===== src/inc/iit_map.vh =====
`ifndef IIT_MAP_VH
`define IIT_MAP_VH

// Instruction class codes presented by decode
`define IIT_CL_DATA_PROC 6'h00
`define IIT_CL_COUNT_ZEROS 6'h01
`define IIT_CL_BRANCH_PRED 6'h02
`define IIT_CL_LINK_EXCH_IMM 6'h03
`define IIT_CL_EXCH_REG 6'h04
`define IIT_CL_LOAD_PC 6'h05
`define IIT_CL_WORD_MUL 6'h06
`define IIT_CL_LONG_MUL 6'h07
`define IIT_CL_HALF_MUL 6'h08
`define IIT_CL_WORD_HALF_MUL 6'h09
`define IIT_CL_HALF_LONG_ACC 6'h0a
`define IIT_CL_ACC_MUL 6'h0b
`define IIT_CL_ACC_HALF_MUL 6'h0c
`define IIT_CL_ACC_PACKED_MUL 6'h0d
`define IIT_CL_ACC_WRITE 6'h0e
`define IIT_CL_ACC_READ 6'h0f
`define IIT_CL_SATURATING 6'h10
`define IIT_CL_STATUS_READ 6'h11
`define IIT_CL_STATUS_WRITE 6'h12
`define IIT_CL_LOAD_STORE 6'h13
`define IIT_CL_LOAD_DOUBLE 6'h14
`define IIT_CL_STORE_DOUBLE 6'h15
`define IIT_CL_LOAD_MULTIPLE 6'h16
`define IIT_CL_STORE_MULTIPLE 6'h17
`define IIT_CL_ATOMIC_SWAP 6'h18
`define IIT_CL_SYSCP_READ 6'h19
`define IIT_CL_SYSCP_WRITE 6'h1a
`define IIT_CL_DBGCP_READ 6'h1b
`define IIT_CL_DBGCP_WRITE 6'h1c
`define IIT_CL_DBGCP_LOAD 6'h1d
`define IIT_CL_DBGCP_STORE 6'h1e
`define IIT_CL_SOFT_INT 6'h1f

// Latency figures in core cycles, and the free register count for load multiple
`define IIT_LAT_ONE 6'h01
`define IIT_LAT_TWO 6'h02
`define IIT_LAT_THREE 6'h03
`define IIT_LAT_FOUR 6'h04
`define IIT_LAT_FIVE 6'h05
`define IIT_LAT_SIX 6'h06
`define IIT_LAT_SEVEN 6'h07
`define IIT_LAT_EIGHT 6'h08
`define IIT_LAT_TEN 6'h0a
`define IIT_MISPREDICT_PENALTY 6'h04
`define IIT_LOAD_MULTIPLE_FREE_REGS 6'h03

// Early termination field positions
`define IIT_ET_SHORT_LSB 15
`define IIT_ET_MID_LSB 27
`define IIT_ACC_ET_SHORT_LSB 16
`define IIT_ACC_ET_MID_LSB 28

`endif


===== src/verilog/iit_scoreboard.v =====
`timescale 1ns/1ps
`include "iit_map.vh"

// Per-register countdown of cycles until a result is usable
module iit_scoreboard #(
	parameter NREG = 16,
	parameter LW = 6
) (
	input wire clk_sys,
	input wire rst_n,
	input wire [2:0] wr_en,
	input wire [11:0] wr_reg,
	input wire [3*LW-1:0] wr_lat,
	input wire [2:0] wr_ext,
	input wire [3:0] rd_reg_a,
	input wire rd_late_a,
	input wire [3:0] rd_reg_b,
	output wire busy_a,
	output wire busy_b
);
	wire [NREG-1:0] pend_all;
	wire [NREG-1:0] ext_all;

	genvar gi;
	generate
		for (gi = 0; gi < NREG; gi = gi + 1) begin : g_ent
			reg [LW-1:0] cnt_r;
			reg ext_r;
			reg [LW-1:0] cnt_nxt;
			reg ext_nxt;
			integer k;
			// Largest pending write wins, so a slower producer is never masked
			always @* begin
				cnt_nxt = (cnt_r != {LW{1'b0}}) ? cnt_r - 1'b1 : {LW{1'b0}};
				ext_nxt = ext_r & (cnt_r != {LW{1'b0}});
				for (k = 0; k < 3; k = k + 1) begin
					if (wr_en[k] && ({28'h0000000, wr_reg[4*k +: 4]} == gi)) begin
						if (wr_lat[LW*k +: LW] - 1'b1 >= cnt_nxt) begin
							cnt_nxt = wr_lat[LW*k +: LW] - 1'b1;
						end
						ext_nxt = ext_nxt | wr_ext[k];
					end
				end
			end
			always @(posedge clk_sys or negedge rst_n) begin
				if (!rst_n) begin
					cnt_r <= {LW{1'b0}};
					ext_r <= 1'b0;
				end else begin
					cnt_r <= cnt_nxt;
					ext_r <= ext_nxt;
				end
			end
			// Per-entry state gathered so each entry keeps a single driver
			assign pend_all[gi] = (cnt_r != {LW{1'b0}});
			assign ext_all[gi] = ext_r;
		end
	endgenerate

	// Late users need one cycle past the normal point
	assign busy_a = pend_all[rd_reg_a] | (rd_late_a & ext_all[rd_reg_a]);
	assign busy_b = pend_all[rd_reg_b];
endmodule


===== src/verilog/iit_issue_ctrl.v =====
`timescale 1ns/1ps
`include "iit_map.vh"

module iit_issue_ctrl #(
	parameter LW = 6
) (
	input wire clk_sys,
	input wire rst_n,
	input wire instr_valid,
	input wire [5:0] instr_class,
	input wire compressed_long_branch_first,
	input wire branch_taken,
	input wire predict_ok,
	input wire writes_pc,
	input wire reg_shift_operand,
	input wire set_flags,
	input wire accumulating,
	input wire mode_update,
	input wire dest_is_r12,
	input wire pc_in_list,
	input wire [4:0] reg_count,
	input wire [31:0] multiplier_operand,
	input wire src_a_used,
	input wire [3:0] src_a_reg,
	input wire src_a_late_use,
	input wire src_b_used,
	input wire [3:0] src_b_reg,
	input wire low_result_word_used,
	input wire [3:0] low_result_word_reg,
	input wire high_result_word_used,
	input wire [3:0] high_result_word_reg,
	input wire base_writeback_used,
	input wire [3:0] base_reg,
	output wire instr_ready,
	output wire issue_pulse,
	output reg [LW-1:0] issue_latency_r,
	output reg [LW-1:0] low_result_latency_r,
	output reg [LW-1:0] high_result_latency_r,
	output reg [LW-1:0] throughput_r,
	output reg [1:0] early_term_class_r,
	output reg dep_stall_r
);
	localparam ET_SHORT = 2'd0;
	localparam ET_MID = 2'd1;
	localparam ET_FULL = 2'd2;

	reg [LW-1:0] issue_cnt_r;
	reg [LW-1:0] mul_cnt_r;
	reg [LW-1:0] lat_issue, lat_lo, lat_hi, lat_base, lat_tput;
	reg uses_mac, ext_ok;
	reg [5:0] eff_class;
	reg [1:0] et_word, et_acc;
	reg [LW-1:0] n_regs;
	wire busy_a, busy_b, dep_stall;

	always @* begin
		if (&multiplier_operand[31:`IIT_ET_SHORT_LSB] || ~|multiplier_operand[31:`IIT_ET_SHORT_LSB]) begin
			et_word = ET_SHORT;
		end else if (&multiplier_operand[31:`IIT_ET_MID_LSB] || ~|multiplier_operand[31:`IIT_ET_MID_LSB]) begin
			et_word = ET_MID;
		end else begin
			et_word = ET_FULL;
		end
		if (&multiplier_operand[31:`IIT_ACC_ET_SHORT_LSB] || ~|multiplier_operand[31:`IIT_ACC_ET_SHORT_LSB]) begin
			et_acc = ET_SHORT;
		end else if (&multiplier_operand[31:`IIT_ACC_ET_MID_LSB] || ~|multiplier_operand[31:`IIT_ACC_ET_MID_LSB]) begin
			et_acc = ET_MID;
		end else begin
			et_acc = ET_FULL;
		end
	end

	// Timing lookup per class; lat_tput of zero means no multiplier claim
	always @* begin
		n_regs = {1'b0, reg_count};
		// first half of long branch times as data op
		eff_class = compressed_long_branch_first ? `IIT_CL_DATA_PROC : instr_class;
		lat_issue = `IIT_LAT_ONE;
		lat_lo = `IIT_LAT_ONE;
		lat_hi = `IIT_LAT_ONE;
		lat_base = `IIT_LAT_ONE;
		lat_tput = {LW{1'b0}};
		uses_mac = 1'b0;
		ext_ok = 1'b0;
		case (eff_class)
			// data ops, register shift costs two
			`IIT_CL_DATA_PROC: begin
				lat_issue = reg_shift_operand ? `IIT_LAT_TWO : `IIT_LAT_ONE;
				lat_lo = lat_issue;
				ext_ok = 1'b1;
				if (writes_pc && branch_taken) begin
					lat_issue = lat_issue + `IIT_MISPREDICT_PENALTY;
				end
			end
			`IIT_CL_BRANCH_PRED: begin
				lat_issue = predict_ok ? `IIT_LAT_ONE : `IIT_LAT_ONE + `IIT_MISPREDICT_PENALTY;
			end
			`IIT_CL_LINK_EXCH_IMM: begin
				lat_issue = `IIT_LAT_FIVE;
			end
			`IIT_CL_EXCH_REG: begin
				lat_issue = branch_taken ? `IIT_LAT_FIVE : `IIT_LAT_ONE;
			end
			`IIT_CL_LOAD_PC: begin
				lat_issue = branch_taken ? `IIT_LAT_EIGHT : `IIT_LAT_TWO;
				lat_lo = `IIT_LAT_THREE;
			end
			`IIT_CL_WORD_MUL: begin
				uses_mac = 1'b1;
				ext_ok = 1'b1;
				lat_lo = `IIT_LAT_TWO + {4'h0, et_word};
				lat_tput = set_flags ? lat_lo : `IIT_LAT_ONE + {4'h0, et_word};
				lat_issue = set_flags ? lat_lo : `IIT_LAT_ONE;
			end
			// long multiply, high word one later unless set_flags, then same as low
			`IIT_CL_LONG_MUL: begin
				uses_mac = 1'b1;
				ext_ok = 1'b1;
				if (set_flags) begin
					lat_issue = `IIT_LAT_THREE + {4'h0, et_word};
					lat_lo = lat_issue;
					lat_hi = lat_issue;
					lat_tput = lat_issue;
				end else begin
					lat_issue = accumulating ? `IIT_LAT_TWO : `IIT_LAT_ONE;
					lat_lo = `IIT_LAT_TWO + {4'h0, et_word};
					lat_hi = `IIT_LAT_THREE + {4'h0, et_word};
					lat_tput = lat_lo;
				end
			end
			`IIT_CL_HALF_MUL: begin
				uses_mac = 1'b1;
				ext_ok = 1'b1;
				lat_lo = `IIT_LAT_TWO;
				lat_tput = `IIT_LAT_ONE;
			end
			`IIT_CL_WORD_HALF_MUL: begin
				uses_mac = 1'b1;
				ext_ok = 1'b1;
				lat_lo = `IIT_LAT_THREE;
				lat_tput = `IIT_LAT_TWO;
			end
			`IIT_CL_HALF_LONG_ACC: begin
				uses_mac = 1'b1;
				ext_ok = 1'b1;
				lat_issue = `IIT_LAT_TWO;
				lat_lo = `IIT_LAT_TWO;
				lat_hi = `IIT_LAT_THREE;
				lat_tput = `IIT_LAT_TWO;
			end
			`IIT_CL_ACC_MUL: begin
				uses_mac = 1'b1;
				lat_lo = `IIT_LAT_ONE + {4'h0, et_acc};
				lat_tput = lat_lo;
			end
			`IIT_CL_ACC_HALF_MUL: begin
				uses_mac = 1'b1;
				lat_tput = `IIT_LAT_ONE;
			end
			`IIT_CL_ACC_PACKED_MUL: begin
				uses_mac = 1'b1;
				lat_lo = `IIT_LAT_TWO;
				lat_tput = `IIT_LAT_TWO;
			end
			`IIT_CL_ACC_WRITE: begin
				uses_mac = 1'b1;
				lat_issue = `IIT_LAT_TWO;
				lat_lo = `IIT_LAT_TWO;
				lat_tput = `IIT_LAT_TWO;
			end
			`IIT_CL_ACC_READ: begin
				uses_mac = 1'b1;
				ext_ok = 1'b1;
				lat_lo = `IIT_LAT_TWO;
				lat_hi = `IIT_LAT_THREE;
				lat_tput = `IIT_LAT_TWO;
			end
			`IIT_CL_SATURATING, `IIT_CL_STATUS_READ: begin
				lat_lo = `IIT_LAT_TWO;
			end
			`IIT_CL_STATUS_WRITE: begin
				lat_issue = mode_update ? `IIT_LAT_SIX : `IIT_LAT_TWO;
			end
			`IIT_CL_LOAD_STORE: begin
				lat_lo = `IIT_LAT_THREE;
			end
			`IIT_CL_LOAD_DOUBLE: begin
				lat_issue = dest_is_r12 ? `IIT_LAT_TWO : `IIT_LAT_ONE;
				lat_lo = `IIT_LAT_THREE;
				lat_hi = `IIT_LAT_FOUR;
				lat_base = `IIT_LAT_TWO;
			end
			`IIT_CL_STORE_DOUBLE, `IIT_CL_SYSCP_WRITE: begin
				lat_issue = `IIT_LAT_TWO;
			end
			// multiple transfers; covers PC in list
			`IIT_CL_LOAD_MULTIPLE: begin
				lat_lo = `IIT_LAT_THREE;
				if (!pc_in_list) begin
					lat_issue = `IIT_LAT_TWO + n_regs;
				end else if (!branch_taken) begin
					lat_issue = `IIT_LAT_THREE + n_regs;
				end else if (n_regs > `IIT_LOAD_MULTIPLE_FREE_REGS) begin
					lat_issue = `IIT_LAT_TEN + n_regs - `IIT_LOAD_MULTIPLE_FREE_REGS;
				end else begin
					lat_issue = `IIT_LAT_TEN;
				end
			end
			`IIT_CL_STORE_MULTIPLE: begin
				lat_issue = `IIT_LAT_TWO + n_regs;
			end
			`IIT_CL_ATOMIC_SWAP: begin
				lat_issue = `IIT_LAT_FIVE;
				lat_lo = `IIT_LAT_FIVE;
			end
			`IIT_CL_SYSCP_READ: begin
				lat_issue = `IIT_LAT_FOUR;
				lat_lo = `IIT_LAT_FOUR;
			end
			`IIT_CL_DBGCP_READ: begin
				lat_issue = `IIT_LAT_SEVEN;
				lat_lo = `IIT_LAT_SEVEN;
			end
			`IIT_CL_DBGCP_WRITE, `IIT_CL_DBGCP_STORE: begin
				lat_issue = `IIT_LAT_SEVEN;
			end
			`IIT_CL_DBGCP_LOAD: begin
				lat_issue = `IIT_LAT_TEN;
			end
			// handler entry no sooner than six
			`IIT_CL_SOFT_INT: begin
				lat_issue = `IIT_LAT_SIX;
			end
			// count zeros lands here, one cycle
			default: begin
				lat_issue = `IIT_LAT_ONE;
			end
		endcase
	end

	iit_scoreboard #(.NREG(16), .LW(LW)) u_sb (
		.clk_sys(clk_sys),
		.rst_n(rst_n),
		.wr_en({base_writeback_used, high_result_word_used, low_result_word_used} & {3{issue_pulse}}),
		.wr_reg({base_reg, high_result_word_reg, low_result_word_reg}),
		.wr_lat({lat_base, lat_hi, lat_lo}),
		.wr_ext({1'b0, ext_ok, ext_ok}),
		.rd_reg_a(src_a_reg),
		.rd_late_a(src_a_late_use),
		.rd_reg_b(src_b_reg),
		.busy_a(busy_a),
		.busy_b(busy_b)
	);

	assign dep_stall = (src_a_used & busy_a) | (src_b_used & busy_b);

	// Issue gate: spacing, multiplier throughput, then data hazards
	assign instr_ready = (issue_cnt_r == {LW{1'b0}}) & ~(uses_mac & (mul_cnt_r != {LW{1'b0}})) & ~dep_stall;
	assign issue_pulse = instr_valid & instr_ready;

	// Countdowns restart on issue; cycle of issue counts as cycle 0
	always @(posedge clk_sys or negedge rst_n) begin
		if (!rst_n) begin
			issue_cnt_r <= {LW{1'b0}};
			mul_cnt_r <= {LW{1'b0}};
			issue_latency_r <= {LW{1'b0}};
			low_result_latency_r <= {LW{1'b0}};
			high_result_latency_r <= {LW{1'b0}};
			throughput_r <= {LW{1'b0}};
			early_term_class_r <= 2'd0;
			dep_stall_r <= 1'b0;
		end else begin
			dep_stall_r <= instr_valid & dep_stall;
			if (issue_pulse) begin
				issue_cnt_r <= lat_issue - 1'b1;
				issue_latency_r <= lat_issue;
				low_result_latency_r <= lat_lo;
				high_result_latency_r <= lat_hi;
				throughput_r <= lat_tput;
				early_term_class_r <= (eff_class == `IIT_CL_ACC_MUL) ? et_acc : et_word;
			end else if (issue_cnt_r != {LW{1'b0}}) begin
				issue_cnt_r <= issue_cnt_r - 1'b1;
			end
			// Multiplier resource is held for its throughput time
			if (issue_pulse && uses_mac) begin
				mul_cnt_r <= lat_tput - 1'b1;
			end else if (mul_cnt_r != {LW{1'b0}}) begin
				mul_cnt_r <= mul_cnt_r - 1'b1;
			end
		end
	end
endmodule


===== config.mk =====
export PLATFORM = sky130hd
export DESIGN_NAME = iit_issue_ctrl
export DESIGN_NICKNAME = d
export VERILOG_FILES = /design/src/verilog/iit_scoreboard.v /design/src/verilog/iit_issue_ctrl.v
export VERILOG_INCLUDE_DIRS = /design/src /design/src/inc
export SDC_FILE = /design/constraint.sdc
export NUM_CORES = 1
export LEC_CHECK = 0
export BUFFER_PORTS_ARGS = -buffer_cell sky130_fd_sc_hd__buf_2
export CORE_AREA = 2 2 199 201
export DETAILED_ROUTE_END_ITERATION = 6
export DIE_AREA = 0 0 201 203
export PLACE_DENSITY = 0.78
export SLEW_MARGIN = 20
export SYNTH_ARGS = -nofsm -noshare
export SYNTH_HDL_FRONTEND = slang
export SYNTH_HIERARCHICAL = 1
export SYNTH_SLANG_ARGS = --single-unit

===== constraint.sdc =====
create_clock -name clk_sys -period 10.27 [get_ports clk_sys]
set_input_delay 2.054 -clock clk_sys [delete_from_list [all_inputs] [get_ports clk_sys]]
set_output_delay 2.054 -clock clk_sys [all_outputs]
set_load 0.01 [all_outputs]

==> run summary, run 1 <==
In this run the static leakage power is 10.1 nW. The logs give 0.496 for the effective utilization at floorplan and 534 ps for the post-layout worst setup margin. Summing all flip-flop and latch instances after layout gives 3550 µm². The logs give 0 for the post-detailed-route count of antenna-violating nets and 6 for the number of warnings issued by yosys. For the worst setup path, the data arrival time is 10,070 ps.

The share of final-layout standard cells stronger than drive strength 1 is 0.159, and the minimum period implied by the final worst setup slack is 9740 ps. Clock-pin slew was measured on the worst setup and hold paths at 70 ps. The maximum number of buffers from clock root to sink was 2; the floorplan die height was 203 µm. The count of H-tree levels built during CTS was 4. The total count of hold-check failures in the final report was 0. The share of the clock period used by the worst path is 0.948, and the per-cell routed wire length is 22.6 µm. Met2 routing resource usage after global routing: 0.516.

Endpoint kind of the worst setup timing path: a flip-flop. The ratio of routed vias to standard cells was 6.52; the multi-input logic area was 14,900 µm². The most instantiated flip-flop cell in the synthesis netlist was sky130_fd_sc_hd__dfrtp_1. For the cell row count, the log shows 72. Ranked by total cell area, the synthesized netlist is headed by sky130_fd_sc_hd__ha_1 (21%), sky130_fd_sc_hd__dfrtp_1 (19%), sky130_fd_sc_hd__mux2i_1 (7.1%). Highest cell delay on the worst timing path: 580 ps.

For the post-detailed-route DRC marker count, the log shows 5. In the synthesized netlist, the number of instances is 2,223. The run gives 40,800 µm² as the die area. The number of clock buffers inserted by TritonCTS is 17. Post-synthesis to final-layout area growth: 10.0%.

The total of buffers placed on input and output ports came out at 86. The critical path's most frequent cell was sky130_fd_sc_hd__ha_1. The logs give 103 MHz for the maximum operating frequency and 3,477 for the number of filler instances in the final layout. The total wirelength of the detailed-routed design is 64.8 mm. After the last flow step, the layout net total stands at 2,733.

The final reports fail on design-rule violations. The pre-CTS setup slack is 53.7 ps. The largest net degree at the start of global routing is 83.

The run gives 11.5 ps as the post-route clock skew. The worst min-delay path class was flip-flop to flip-flop. The logs give 111 for the number of top-level design ports and 7 for the length of the first detailed-routing pass in iterations. The area of the mapped netlist came out at 19,100 µm². Global routing's busiest layer: met2.

For the number of antenna violations at the first check in global routing, the log shows 6. The largest total area in the synthesized netlist belongs to sky130_fd_sc_hd__ha_1. The commonest cells after synthesis are sky130_fd_sc_hd__ha_1 (320), sky130_fd_sc_hd__a21oi_1 (175), sky130_fd_sc_hd__dfrtp_1 (142), sky130_fd_sc_hd__o21ai_0 (138), sky130_fd_sc_hd__mux2i_1 (136).

The tools report the number of placed instances, taps included as 2,828. Fraction of registers with async set/reset: 1.00. The synthesized netlist contains 108 unique library cells. The proportion of netlist area held by the largest area contributor was 0.210; the routed via count was 18,700.

Yosys mapped a number of flops with a built-in enable equal to 0. Of all nets on the critical path, the largest fanout is 11. The number of sinks handled by clock tree synthesis was 142. The met1 usage in global routing was 0.380; the actual slew at the worst max-slew pin was 1260 ps. The required arrival time at the worst endpoint is 10,610 ps. For the final routed database, the setup TNS stands at 0 ps. The total core area came out at 38,500 µm². In this run, synthesis produced a sequential element count of 142.

The run finished, with violations left. The number of violations reported at the end of detailed-routing iteration 0 is 1,854. For the number of failing setup endpoints in the final timing report, the log shows 0. The critical path start-end classification was input pin to flip-flop. CTS placed an instance of sky130_fd_sc_hd__clkbuf_16 at the clock tree root.

The logs give 0.138 mV for the worst vdd rail ir drop and 0 for the count of maximum capacitance violations. The total count of max-transition violations in the final report was 0; the non-filler instance count after layout was 2,867. The relative max-transition margin was 0.157. The startpoint kind of the worst setup timing path was an input pin.

For this run the aggregate overflow at the end of global routing stands at 0. Placed wire-length estimate after detailed placement: 46.3 mm. The cell with the biggest individual delay on the critical path was sky130_fd_sc_hd__or4_1. The most frequent cell after synthesis is sky130_fd_sc_hd__ha_1. The mean instance size in the synthesized netlist works out to 8.59 µm². For the global-route usage over all layers, the log shows 0.314. TritonCTS built the clock tree.

For the via count of the first global-routing pass, the log shows 18,600. The fraction of met3 tracks used by global routing was 0.0616; the die boundary width was 201 µm. The tools report the global-route wire length before repair as 100 mm. Dividing total power by cell area gives a power density of 247 nW/µm². Clock latency on the worst-skew pair, taken at its later pin, is 450 ps. Routability-driven placement finished with a final weighted congestion of 1.01. The run gives 0.186 as the fraction of the yosys area taken by sequential cells.
final timing paths:
path	start	cells past startpoint	slack [ps]	end
max in group asynchronous	rst_n	2	7320	low_result_latency_r[1]
min in group asynchronous	rst_n	1	1640	u_sb/g_ent[9].cnt_r[1]
hold reg to reg	issue_latency_r[5]	1	480	issue_latency_r[5]
setup / recovery	multiplier_operand[28]	35	530	u_sb/g_ent[11].cnt_r[0]
setup reg to reg	u_sb/g_ent[15].cnt_r[0]	33	1250	u_sb/g_ent[3].cnt_r[0]
hold / removal	issue_latency_r[5]	1	480	issue_latency_r[5]
state kept, by name, summed over array words and instances, names as in the netlist:
name,count
u_sb/g_ent.ext_r,16
throughput_r,3
issue_cnt_r,6
high_result_latency_r,3
issue_latency_r,6
u_sb/g_ent.cnt_r,96
dep_stall_r,1
low_result_latency_r,3
mul_cnt_r,6
early_term_class_r,2
cell usage in the layout (no fill, tap or decap), types with 86 or more instances in the layout:
cell type / count
sky130_fd_sc_hd__a21oi_1: 174
sky130_fd_sc_hd__ha_1: 320
sky130_fd_sc_hd__mux2i_1: 134
sky130_fd_sc_hd__inv_1: 105
sky130_fd_sc_hd__nand2_1: 132
sky130_fd_sc_hd__dfrtp_1: 142
sky130_fd_sc_hd__mux2_2: 96
sky130_fd_sc_hd__nor2_1: 131
sky130_fd_sc_hd__nand2b_1: 86
sky130_fd_sc_hd__o21ai_0: 137
repair_timing:
action	in CTS	in global routing
resized for setup	0	13
buffers inserted	0	2
endpoints found under the setup margin	0	31
hold buffers	0	0
critical path, delay by kind of cell:
kind                     cells  cell delay [ps]
XOR/XNOR                     1              210
buffers and inverters        6             1020
AND/OR/NAND/NOR              7             1690
adder cells (fa/ha/maj)      5             1450
AO/OA/AOI/OAI               12             2260
multiplexers                 4             1380
power breakdown:
group	internal, mW	switching, mW	leakage [nW]
Combinational	1.53	2.01	8.07
Clock	0.380	0.269	0.285
Sequential	0.804	0.191	1.74
through the flow:
step	cell area, µm²	hold slack, ps	total power [mW]	util
final	21000	477	5.18	0.546
after CTS	20900	482	5.08	0.544
after floorplan	19200	459	3.52	-
after global placement	20300	459	4.15	0.529
after global routing	21000	500	5.66	0.546
after detailed placement	20300	464	4.40	0.529
layout make-up:
type / count / area share
Timing Repair Buffer: 139 / 0.0403
Multi-Input combinational cell: 1919 / 0.711
Clock inverter: 15 / 0.00816
Clock buffer: 17 / 0.0202
Sequential cell: 142 / 0.169
Inverter: 112 / 0.0200
Antenna cell: 5 / 0.000596
Tap cell: 518 / 0.0308
kinds of logic after synthesis:
| family | share of synthesized area |
|---|---|
| and+or+nand+nor | 0.191 |
| adders and majority gates | 0.210 |
| muxes | 0.138 |
| AOI/OAI and AO/OA | 0.202 |
| buffers and inverters | 0.0467 |
| xor gates and xnor gates | 0.0260 |
| other | 0.000196 |
| DFF | 0.186 |
layer usage:
metal	routed length, µm	part of all wire
met1	25100	0.39
met2	28900	0.45
met3	6670	0.10
met4	4100	0.063
met5	13	0.00020
Note: power is estimated with default switching activity, not from simulation.
==> inputs of run 2 (changes only) <==
- BUFFER_PORTS_ARGS: -buffer_cell sky130_fd_sc_hd__buf_2 -> not set
- DONT_BUFFER_PORTS: not set -> 1
- PLACE_DENSITY: 0.78 -> 0.75
==> run 2 against run 1 <==
Non-clock buffer count shrank 92. Wire length shrank 0.90%. Highest routed layer is now met4. Count of clock-buffer cells in the layout grew 4. Sequential cell count is the same. The run now ends clean. Cell area shrank 2.3%.
==> run summary, run 2 (synthesis results as in run 1) <==
The top cell types in the final layout, fill and taps aside, are sky130_fd_sc_hd__ha_1 (320), sky130_fd_sc_hd__a21oi_1 (174), sky130_fd_sc_hd__dfrtp_1 (142). The run gives 18,000 (-3.4%) as the via count of the first global-routing pass. The tools report the buffer type at the clock tree root as sky130_fd_sc_hd__clkbuf_16. The floorplan die height is 203 µm (unchanged), and the post-route setup TNS is 0 ps (unchanged). The total core area was 38,500 µm² (unchanged). The total of buffers placed on input and output ports works out to 0 (-100%). The power density over the cells was 250 nW/µm² (+1.4%). The run finished with clean final reports.

The routed via count was 18,100 (-3.4%). The maximum number of buffers from clock root to sink was 2 (unchanged). The run gives 0.496 (unchanged) as the effective utilization at floorplan. The insertion delay to the later sink of the worst-skew pair was 470 ps (+20 ps); the share of the clock period used by the worst path was 0.954 (+0.00611).

The global-route wire length before repair was 98.9 mm (-1.5%). The number of placed instances, taps included came out at 2,736 (-3.3%). Counting flops per register, the top entry is u_sb/g_ent.cnt_r. Endpoint kind of the worst setup timing path: a flip-flop. The per-cell routed wire length was 23.1 µm (+2.5%); the number of violations reported at the end of detailed-routing iteration 0 was 1,682 (-9.3%). The logs give 0 (unchanged) for the number of failing setup endpoints in the final timing report and 0 (-5) for the post-detailed-route DRC marker count. The relative max-transition margin came out at 0.192 (+0.0349). The logs give 0 (unchanged) for the post-detailed-route count of antenna-violating nets and 142 (unchanged) for the number of sinks handled by clock tree synthesis.

The count of maximum capacitance violations was 0 (unchanged); the largest net degree at the start of global routing was 143 (+72%). The share of final-layout standard cells stronger than drive strength 1 was 0.119 (-0.0401); the highest cell delay on the worst timing path was 590 ps (about the same). In the final layout, the registers with the most flip-flops are u_sb/g_ent.cnt_r x96, u_sb/g_ent.ext_r x16.

The die area was 40,800 µm² (unchanged). Setup repair after global routing left no endpoint under its margin. The flip-flop count of the largest register after layout was 96 (unchanged); the register clock-pin slew on the reported worst setup and hold paths was 60 ps (about the same).

TritonCTS built the clock tree. The logs give 0 (unchanged) for the global-route congestion overflow total and 72 (unchanged) for the cell row count. The total count of max-transition violations in the final report was 0 (unchanged); the hold buffer count at cts was 0 (unchanged). The tightest min-delay check is of the flip-flop to flip-flop type. The startpoint kind of the worst setup timing path is an input pin. Data arrival time at the worst-slack endpoint: 10,140 ps (+70 ps). The ratio of routed vias to standard cells works out to 6.51 (-0.11%).

The total count of hold-check failures in the final report was 0 (unchanged). The run gives 4 (unchanged) as the count of H-tree levels built during CTS. The tools report the placed wire-length estimate after detailed placement as 45.3 mm (-2.1%).

The non-filler instance count after layout came out at 2,773 (-3.3%). The tools report the overall power after layout as 5.13 mW (-0.94%). The end-of-flow core utilization was 0.533 (-0.0127). The number of top-level design ports is 111 (unchanged). The required arrival time at the worst endpoint was 10,610 ps (about the same).

Relative to the synthesized area, the layout overhead comes to 7.46%. Cell with the biggest individual delay on the critical path: sky130_fd_sc_hd__or4_1. The logs give 0.312 (-0.00264) for the global-route usage over all layers and 5 (-2) for the length of the first detailed-routing pass in iterations. The logs give 0.943 (-6.7%) for the global placer's final weighted congestion and 17 (unchanged) for the number of clock buffers inserted by TritonCTS. The die boundary width was 201 µm (unchanged). The post-placement cell area came out at 19,800 µm² (-2.4%). Leaving out fill and tap cells, the most frequent cell in the layout is sky130_fd_sc_hd__ha_1.

The worst vdd rail ir drop is 0.149 mV (+7.8%). The post-route clock skew was 20.7 ps (+9.20 ps); the largest fanout of any net on the critical path was 14 (+3). The actual slew at the worst max-slew pin came out at 1210 ps (-58.5 ps). The reported leakage power is 9.72 nW (-3.8%), and the minimum period implied by the final worst setup slack is 9800 ps (+62.8 ps).

The maximum operating frequency is 102 MHz (-0.64%), and the final instance area is 20,500 µm² (-2.3%). The number of antenna violations at the first check in global routing came out at 4 (-2). The total wirelength of the detailed-routed design came out at 64.2 mm (-0.90%). The critical path start-end classification is input pin to flip-flop. The final-stage net count came out at 2,641 (-3.4%).
==> run 2: cell types whose count changed in the layout (fill, tap and decap cells not counted), moves of 3 or more <==
cell,delta
sky130_fd_sc_hd__clkbuf_1,+3
sky130_fd_sc_hd__buf_4,-5
sky130_fd_sc_hd__clkinv_2,-4
sky130_fd_sc_hd__buf_2,-85
==> run 2: per-stage QoR <==
| stage | worst slack [ps] | hold slack (ps) |
|---|---|---|
| 5_1_grt | 2.41 | 507 |
| 3_3_place_gp | 377 | 471 |
| 3_5_place_dp | 149 | 478 |
| 6_report | 471 | 491 |
| 2_1_floorplan | 271 | 459 |
| 4_1_cts | 492 | 493 |
==> run 2: final timing paths <==
check                                   startpoint                      end  slack [ps]  cells after the start
hold / removal                u_sb/g_ent[13].ext_r     u_sb/g_ent[13].ext_r         490                      1
setup reg to reg           u_sb/g_ent[15].cnt_r[0]  u_sb/g_ent[10].cnt_r[2]        1070                     34
hold reg to reg               u_sb/g_ent[13].ext_r     u_sb/g_ent[13].ext_r         490                      1
max in group asynchronous                    rst_n           issue_cnt_r[0]        8670                      0
min in group asynchronous                    rst_n   u_sb/g_ent[6].cnt_r[1]        1290                      0
setup / recovery            multiplier_operand[30]  u_sb/g_ent[14].cnt_r[0]         470                     34
==> run 2: critical path: cells and delay by family <==
family | cells | cell delay, ps
AOI/OAI and AO/OA | 13 | 2270
and+or+nand+nor | 8 | 2160
adders and majority gates | 5 | 1500
muxes | 4 | 1460
buffers and inverters | 3 | 580
xor gates and xnor gates | 1 | 120
==> run 2: repair_timing <==
action,in CTS,in global routing
endpoints found under the setup margin,0,13
buffers inserted,0,2
gates resized for setup,0,4
==> run 2: final cells by class <==
type | instances | area (µm²)
clock inverters | 10 | 188
multi-input cells | 1919 | 14900
diodes | 4 | 10.0
fillers | 3499 | 17900
well taps | 518 | 648
flip-flops and latches | 142 | 3550
repair buffers | 47 | 353
clock buffers | 21 | 450
inverters | 112 | 420
==> run 2: where the power goes <==
group / switching, mW / total (mW) / leakage, nW / internal, mW
Clock: 0.265 / 0.701 / 0.303 / 0.436
Combinational: 1.92 / 3.42 / 7.67 / 1.50
Sequential: 0.202 / 1.01 / 1.74 / 0.804
Total: 2.39 / 5.13 / 9.72 / 2.74
==> run 2: routing by layer <==
metal / vias to the layer above / global-route usage / part of all wire
met5: - / 0 / 0
met4: 0 / 0.183 / 0.059
met3: 266 / 0.0660 / 0.11
met2: 961 / 0.506 / 0.44
met1: 8556 / 0.382 / 0.39
li1: 8277 / - / -
==> inputs of run 3 (changes only) <==
- RECOVER_POWER: not set -> 100
==> run 3 against run 2 <==
Wire length rose by 0.20%. Count of clock-buffer cells in the layout is the same. Critical endpoint is now u_sb/g_ent[0].cnt_r[0]. Worst setup slack got worse by 120 ps. Via count rose by 0.11%. Sequential cell count unchanged. Largest cell class unchanged. Final cell count unchanged. Total power down 0.31%. Cell area fell by 0.30%. Non-clock buffer count is the same. Worst hold slack is essentially flat. Critical path type unchanged.
==> run summary, run 3 (synthesis results as in run 1) <==
The reported leakage power was 9.69 nW (-0.31%); the total core area was 38,500 µm² (unchanged). The share of the clock period used by the worst path is 0.966 (+0.0118). The power density over the cells was 250 nW/µm² (about the same). The worst hold path stage count came out at 1 (unchanged). The final-stage net count was 2,641 (unchanged); the logic gate share of total power was 0.666 (about the same).

The run finished with clean final reports. The depth of the most critical reg-to-reg path was 34 (unchanged); the maximum number of buffers from clock root to sink was 2 (unchanged). The number of violations reported at the end of detailed-routing iteration 0 is 1,612 (-4.2%), and the largest fanout of any net on the critical path is 13 (-1).

The logs give 0.0316 (-0.160) for the relative max-transition margin and 2.73 mW (-0.38%) for the cell-internal power. For the number of clock buffers inserted by TritonCTS, the log shows 17 (unchanged). The total of buffers placed on input and output ports was 0 (unchanged). The tree is rooted in a sky130_fd_sc_hd__clkbuf_16. The worst hold path belongs to the class flip-flop to flip-flop.

The setup slack of the worst register-to-register path was 710 ps (-360 ps). The run gives 98.9 mm (unchanged) as the global-route wire length before repair. The die boundary width is 201 µm (unchanged).

The tools report the number of sinks handled by clock tree synthesis as 142 (unchanged). The share of power burned in the clock network was 0.137 (about the same). The via count of the first global-routing pass came out at 18,000 (unchanged). The post-synthesis to final-layout area growth was 7.13%. For the post-route setup TNS, the log shows 0 ps (unchanged). The post-detailed-route DRC marker count came out at 0 (unchanged). The share of final-layout standard cells stronger than drive strength 1 is 0.108 (-0.0102). The hold buffer count at cts was 0 (unchanged). Global-route usage over all layers: 0.312 (unchanged). Setup repair after global routing left no endpoint under its margin. The run gives 470 ps (about the same) as the insertion delay to the later sink of the worst-skew pair. The worst setup path is captured at a flip-flop. The end-of-flow core utilization was 0.532 (-0.00163); the highest cell delay on the worst timing path was 600 ps (about the same). By instance count, the cell type seen most on the critical path is sky130_fd_sc_hd__a21oi_1. Leaving out fill and tap cells, the most frequent cells in the layout are sky130_fd_sc_hd__ha_1 (320), sky130_fd_sc_hd__a21oi_1 (177), sky130_fd_sc_hd__dfrtp_1 (142). The logs give 491 ps (-0.209 ps) for the hold slack and 0 (unchanged) for the global-route congestion overflow total. The total count of hold-check failures in the final report was 0 (unchanged); the global placer's final weighted congestion was 0.943 (unchanged). Post-route clock skew: 19.7 ps (-1.01 ps). The worst register-to-register path begins at u_sb/g_ent[15].cnt_r[0]. The critical path is of the input pin to flip-flop type. The switching power summed over all nets came out at 2.39 mW (-0.22%). The startpoint identified for the worst hold timing path is u_sb/g_ent[13].ext_r. The number of top-level design ports was 111 (unchanged). The minimum period implied by the final worst setup slack is 9920 ps (+121 ps), and the ratio of routed vias to standard cells is 6.52 (+0.11%). The critical path starts at multiplier_operand[30]. Per-cell routed wire length: 23.2 µm (+0.20%). Counting flops per register, the top entry is u_sb/g_ent.cnt_r. The cell with the biggest individual delay on the critical path is sky130_fd_sc_hd__or4_1.

The routed via count is 18,100 (+0.11%), and the post-layout worst setup margin is 350 ps (-121 ps). The tools report the number of filler instances in the final layout as 3,517 (+0.51%). Pre-CTS setup slack: 149 ps (unchanged). The path with the worst hold slack has its endpoint at u_sb/g_ent[13].ext_r.

The number of failing setup endpoints in the final timing report was 0 (unchanged). The register clock-pin slew on the reported worst setup and hold paths was 60 ps (about the same). The tools report the endpoint of the worst-slack reg-to-reg timing path as u_sb/g_ent[10].cnt_r[2].

Maximum operating frequency: 101 MHz (-1.2%). The die area was 40,800 µm² (unchanged); the placed wire-length estimate after detailed placement was 45.3 mm (unchanged). The logs give 72 (unchanged) for the cell row count and 0.496 (unchanged) for the effective utilization at floorplan. The run gives 10,610 ps (about the same) as the required arrival time at the worst endpoint. In the final layout, the registers with the most flip-flops are u_sb/g_ent.cnt_r x96, u_sb/g_ent.ext_r x16.

For the largest net degree at the start of global routing, the log shows 143 (unchanged). Leaving out fill and tap cells, the most frequent cell in the layout is sky130_fd_sc_hd__ha_1. Number of antenna violations at the first check in global routing: 4 (unchanged). The run gives 0 (unchanged) as the post-detailed-route count of antenna-violating nets.

The actual slew at the worst max-slew pin came out at 1450 ps (+247 ps). The worst vdd rail ir drop came out at 0.150 mV (+0.74%). The run gives 4 (unchanged) as the count of H-tree levels built during CTS. The fraction of power spent switching nets is 0.466 (about the same).

The startpoint kind of the worst setup timing path is an input pin. The flip-flop count of the largest register after layout works out to 96 (unchanged). The run gives 6 (+1) as the length of the first detailed-routing pass in iterations.

Count of maximum capacitance violations: 0 (unchanged). TritonCTS built the clock tree. The tools report the sequential power share as 0.196 (about the same).

The post-placement cell area was 19,800 µm² (unchanged); the data arrival time at the worst-slack endpoint was 10,260 ps (+120 ps). The floorplan die height works out to 203 µm (unchanged). The total count of max-transition violations in the final report was 0 (unchanged); the total wirelength of the detailed-routed design was 64.3 mm (+0.20%). The final instance area is 20,500 µm² (-0.30%).
-- run 3: layout make-up --
type | count | area, µm² | area share
multi-input cells | 1919 | 14900 | 0.726
flip-flops and latches | 142 | 3550 | 0.174
repair buffers | 47 | 335 | 0.0164
diodes | 4 | 10.0 | 0.000489
clock buffers | 21 | 450 | 0.0220
inverters | 112 | 420 | 0.0205
clock inverters | 10 | 188 | 0.00917
well taps | 518 | 648 | 0.0317
-- run 3: power groups by stage --
| stage | clock network, mW | registers [mW] | logic, mW |
|---|---|---|---|
| 2_1_floorplan | 0 | 0.959 | 2.56 |
| 3_3_place_gp | 0 | 0.996 | 3.11 |
| 5_1_grt | 0.730 | 1.04 | 3.82 |
| 3_5_place_dp | 0 | 1.01 | 3.31 |
| 6_report | 0.703 | 1.00 | 3.41 |
| 4_1_cts | 0.710 | 1.00 | 3.35 |
-- run 3: worst max path at each step --
stage                                        end  slack (ps)  cells past startpoint
final                     u_sb/g_ent[0].cnt_r[0]         350                     34
after global routing      u_sb/g_ent[0].cnt_r[0]           2                     35
after CTS                 u_sb/g_ent[4].cnt_r[0]         490                     34
after detailed placement  u_sb/g_ent[4].cnt_r[0]         150                     34
after global placement    u_sb/g_ent[3].cnt_r[5]         380                     35
after floorplan           u_sb/g_ent[3].cnt_r[0]         270                     36
-- run 3: critical path: cells and delay by family --
family / cells / cell delay (ps)
simple gates: 8 / 2320
compound gates: 13 / 2260
mux: 4 / 1510
fa+ha+maj: 5 / 1440
buf+inv: 3 / 550
xor+xnor: 1 / 120
-- run 3: timing repair --
item / CTS / global route
resized for setup: 0 / 4
endpoints found under the setup margin: 0 / 13
buffers inserted: 0 / 2
-- run 3: routing by layer --
metal / vias up / part of all wire / global-route usage / wire (µm)
met3: 258 / 0.10 / 0.0660 / 6640
met4: 0 / 0.058 / 0.183 / 3700
li1: 8277 / - / - / -
met5: - / 0 / 0 / 0
met2: 969 / 0.45 / 0.506 / 28600
met1: 8576 / 0.39 / 0.382 / 25300
-- run 3: per-stage QoR --
step / cells / total power, mW
2_1_floorplan: 2256 / 3.52
3_3_place_gp: 2736 / 4.10
3_5_place_dp: 2736 / 4.32
4_1_cts: 2767 / 5.06
5_1_grt: 2771 / 5.59
6_report: 2773 / 5.12
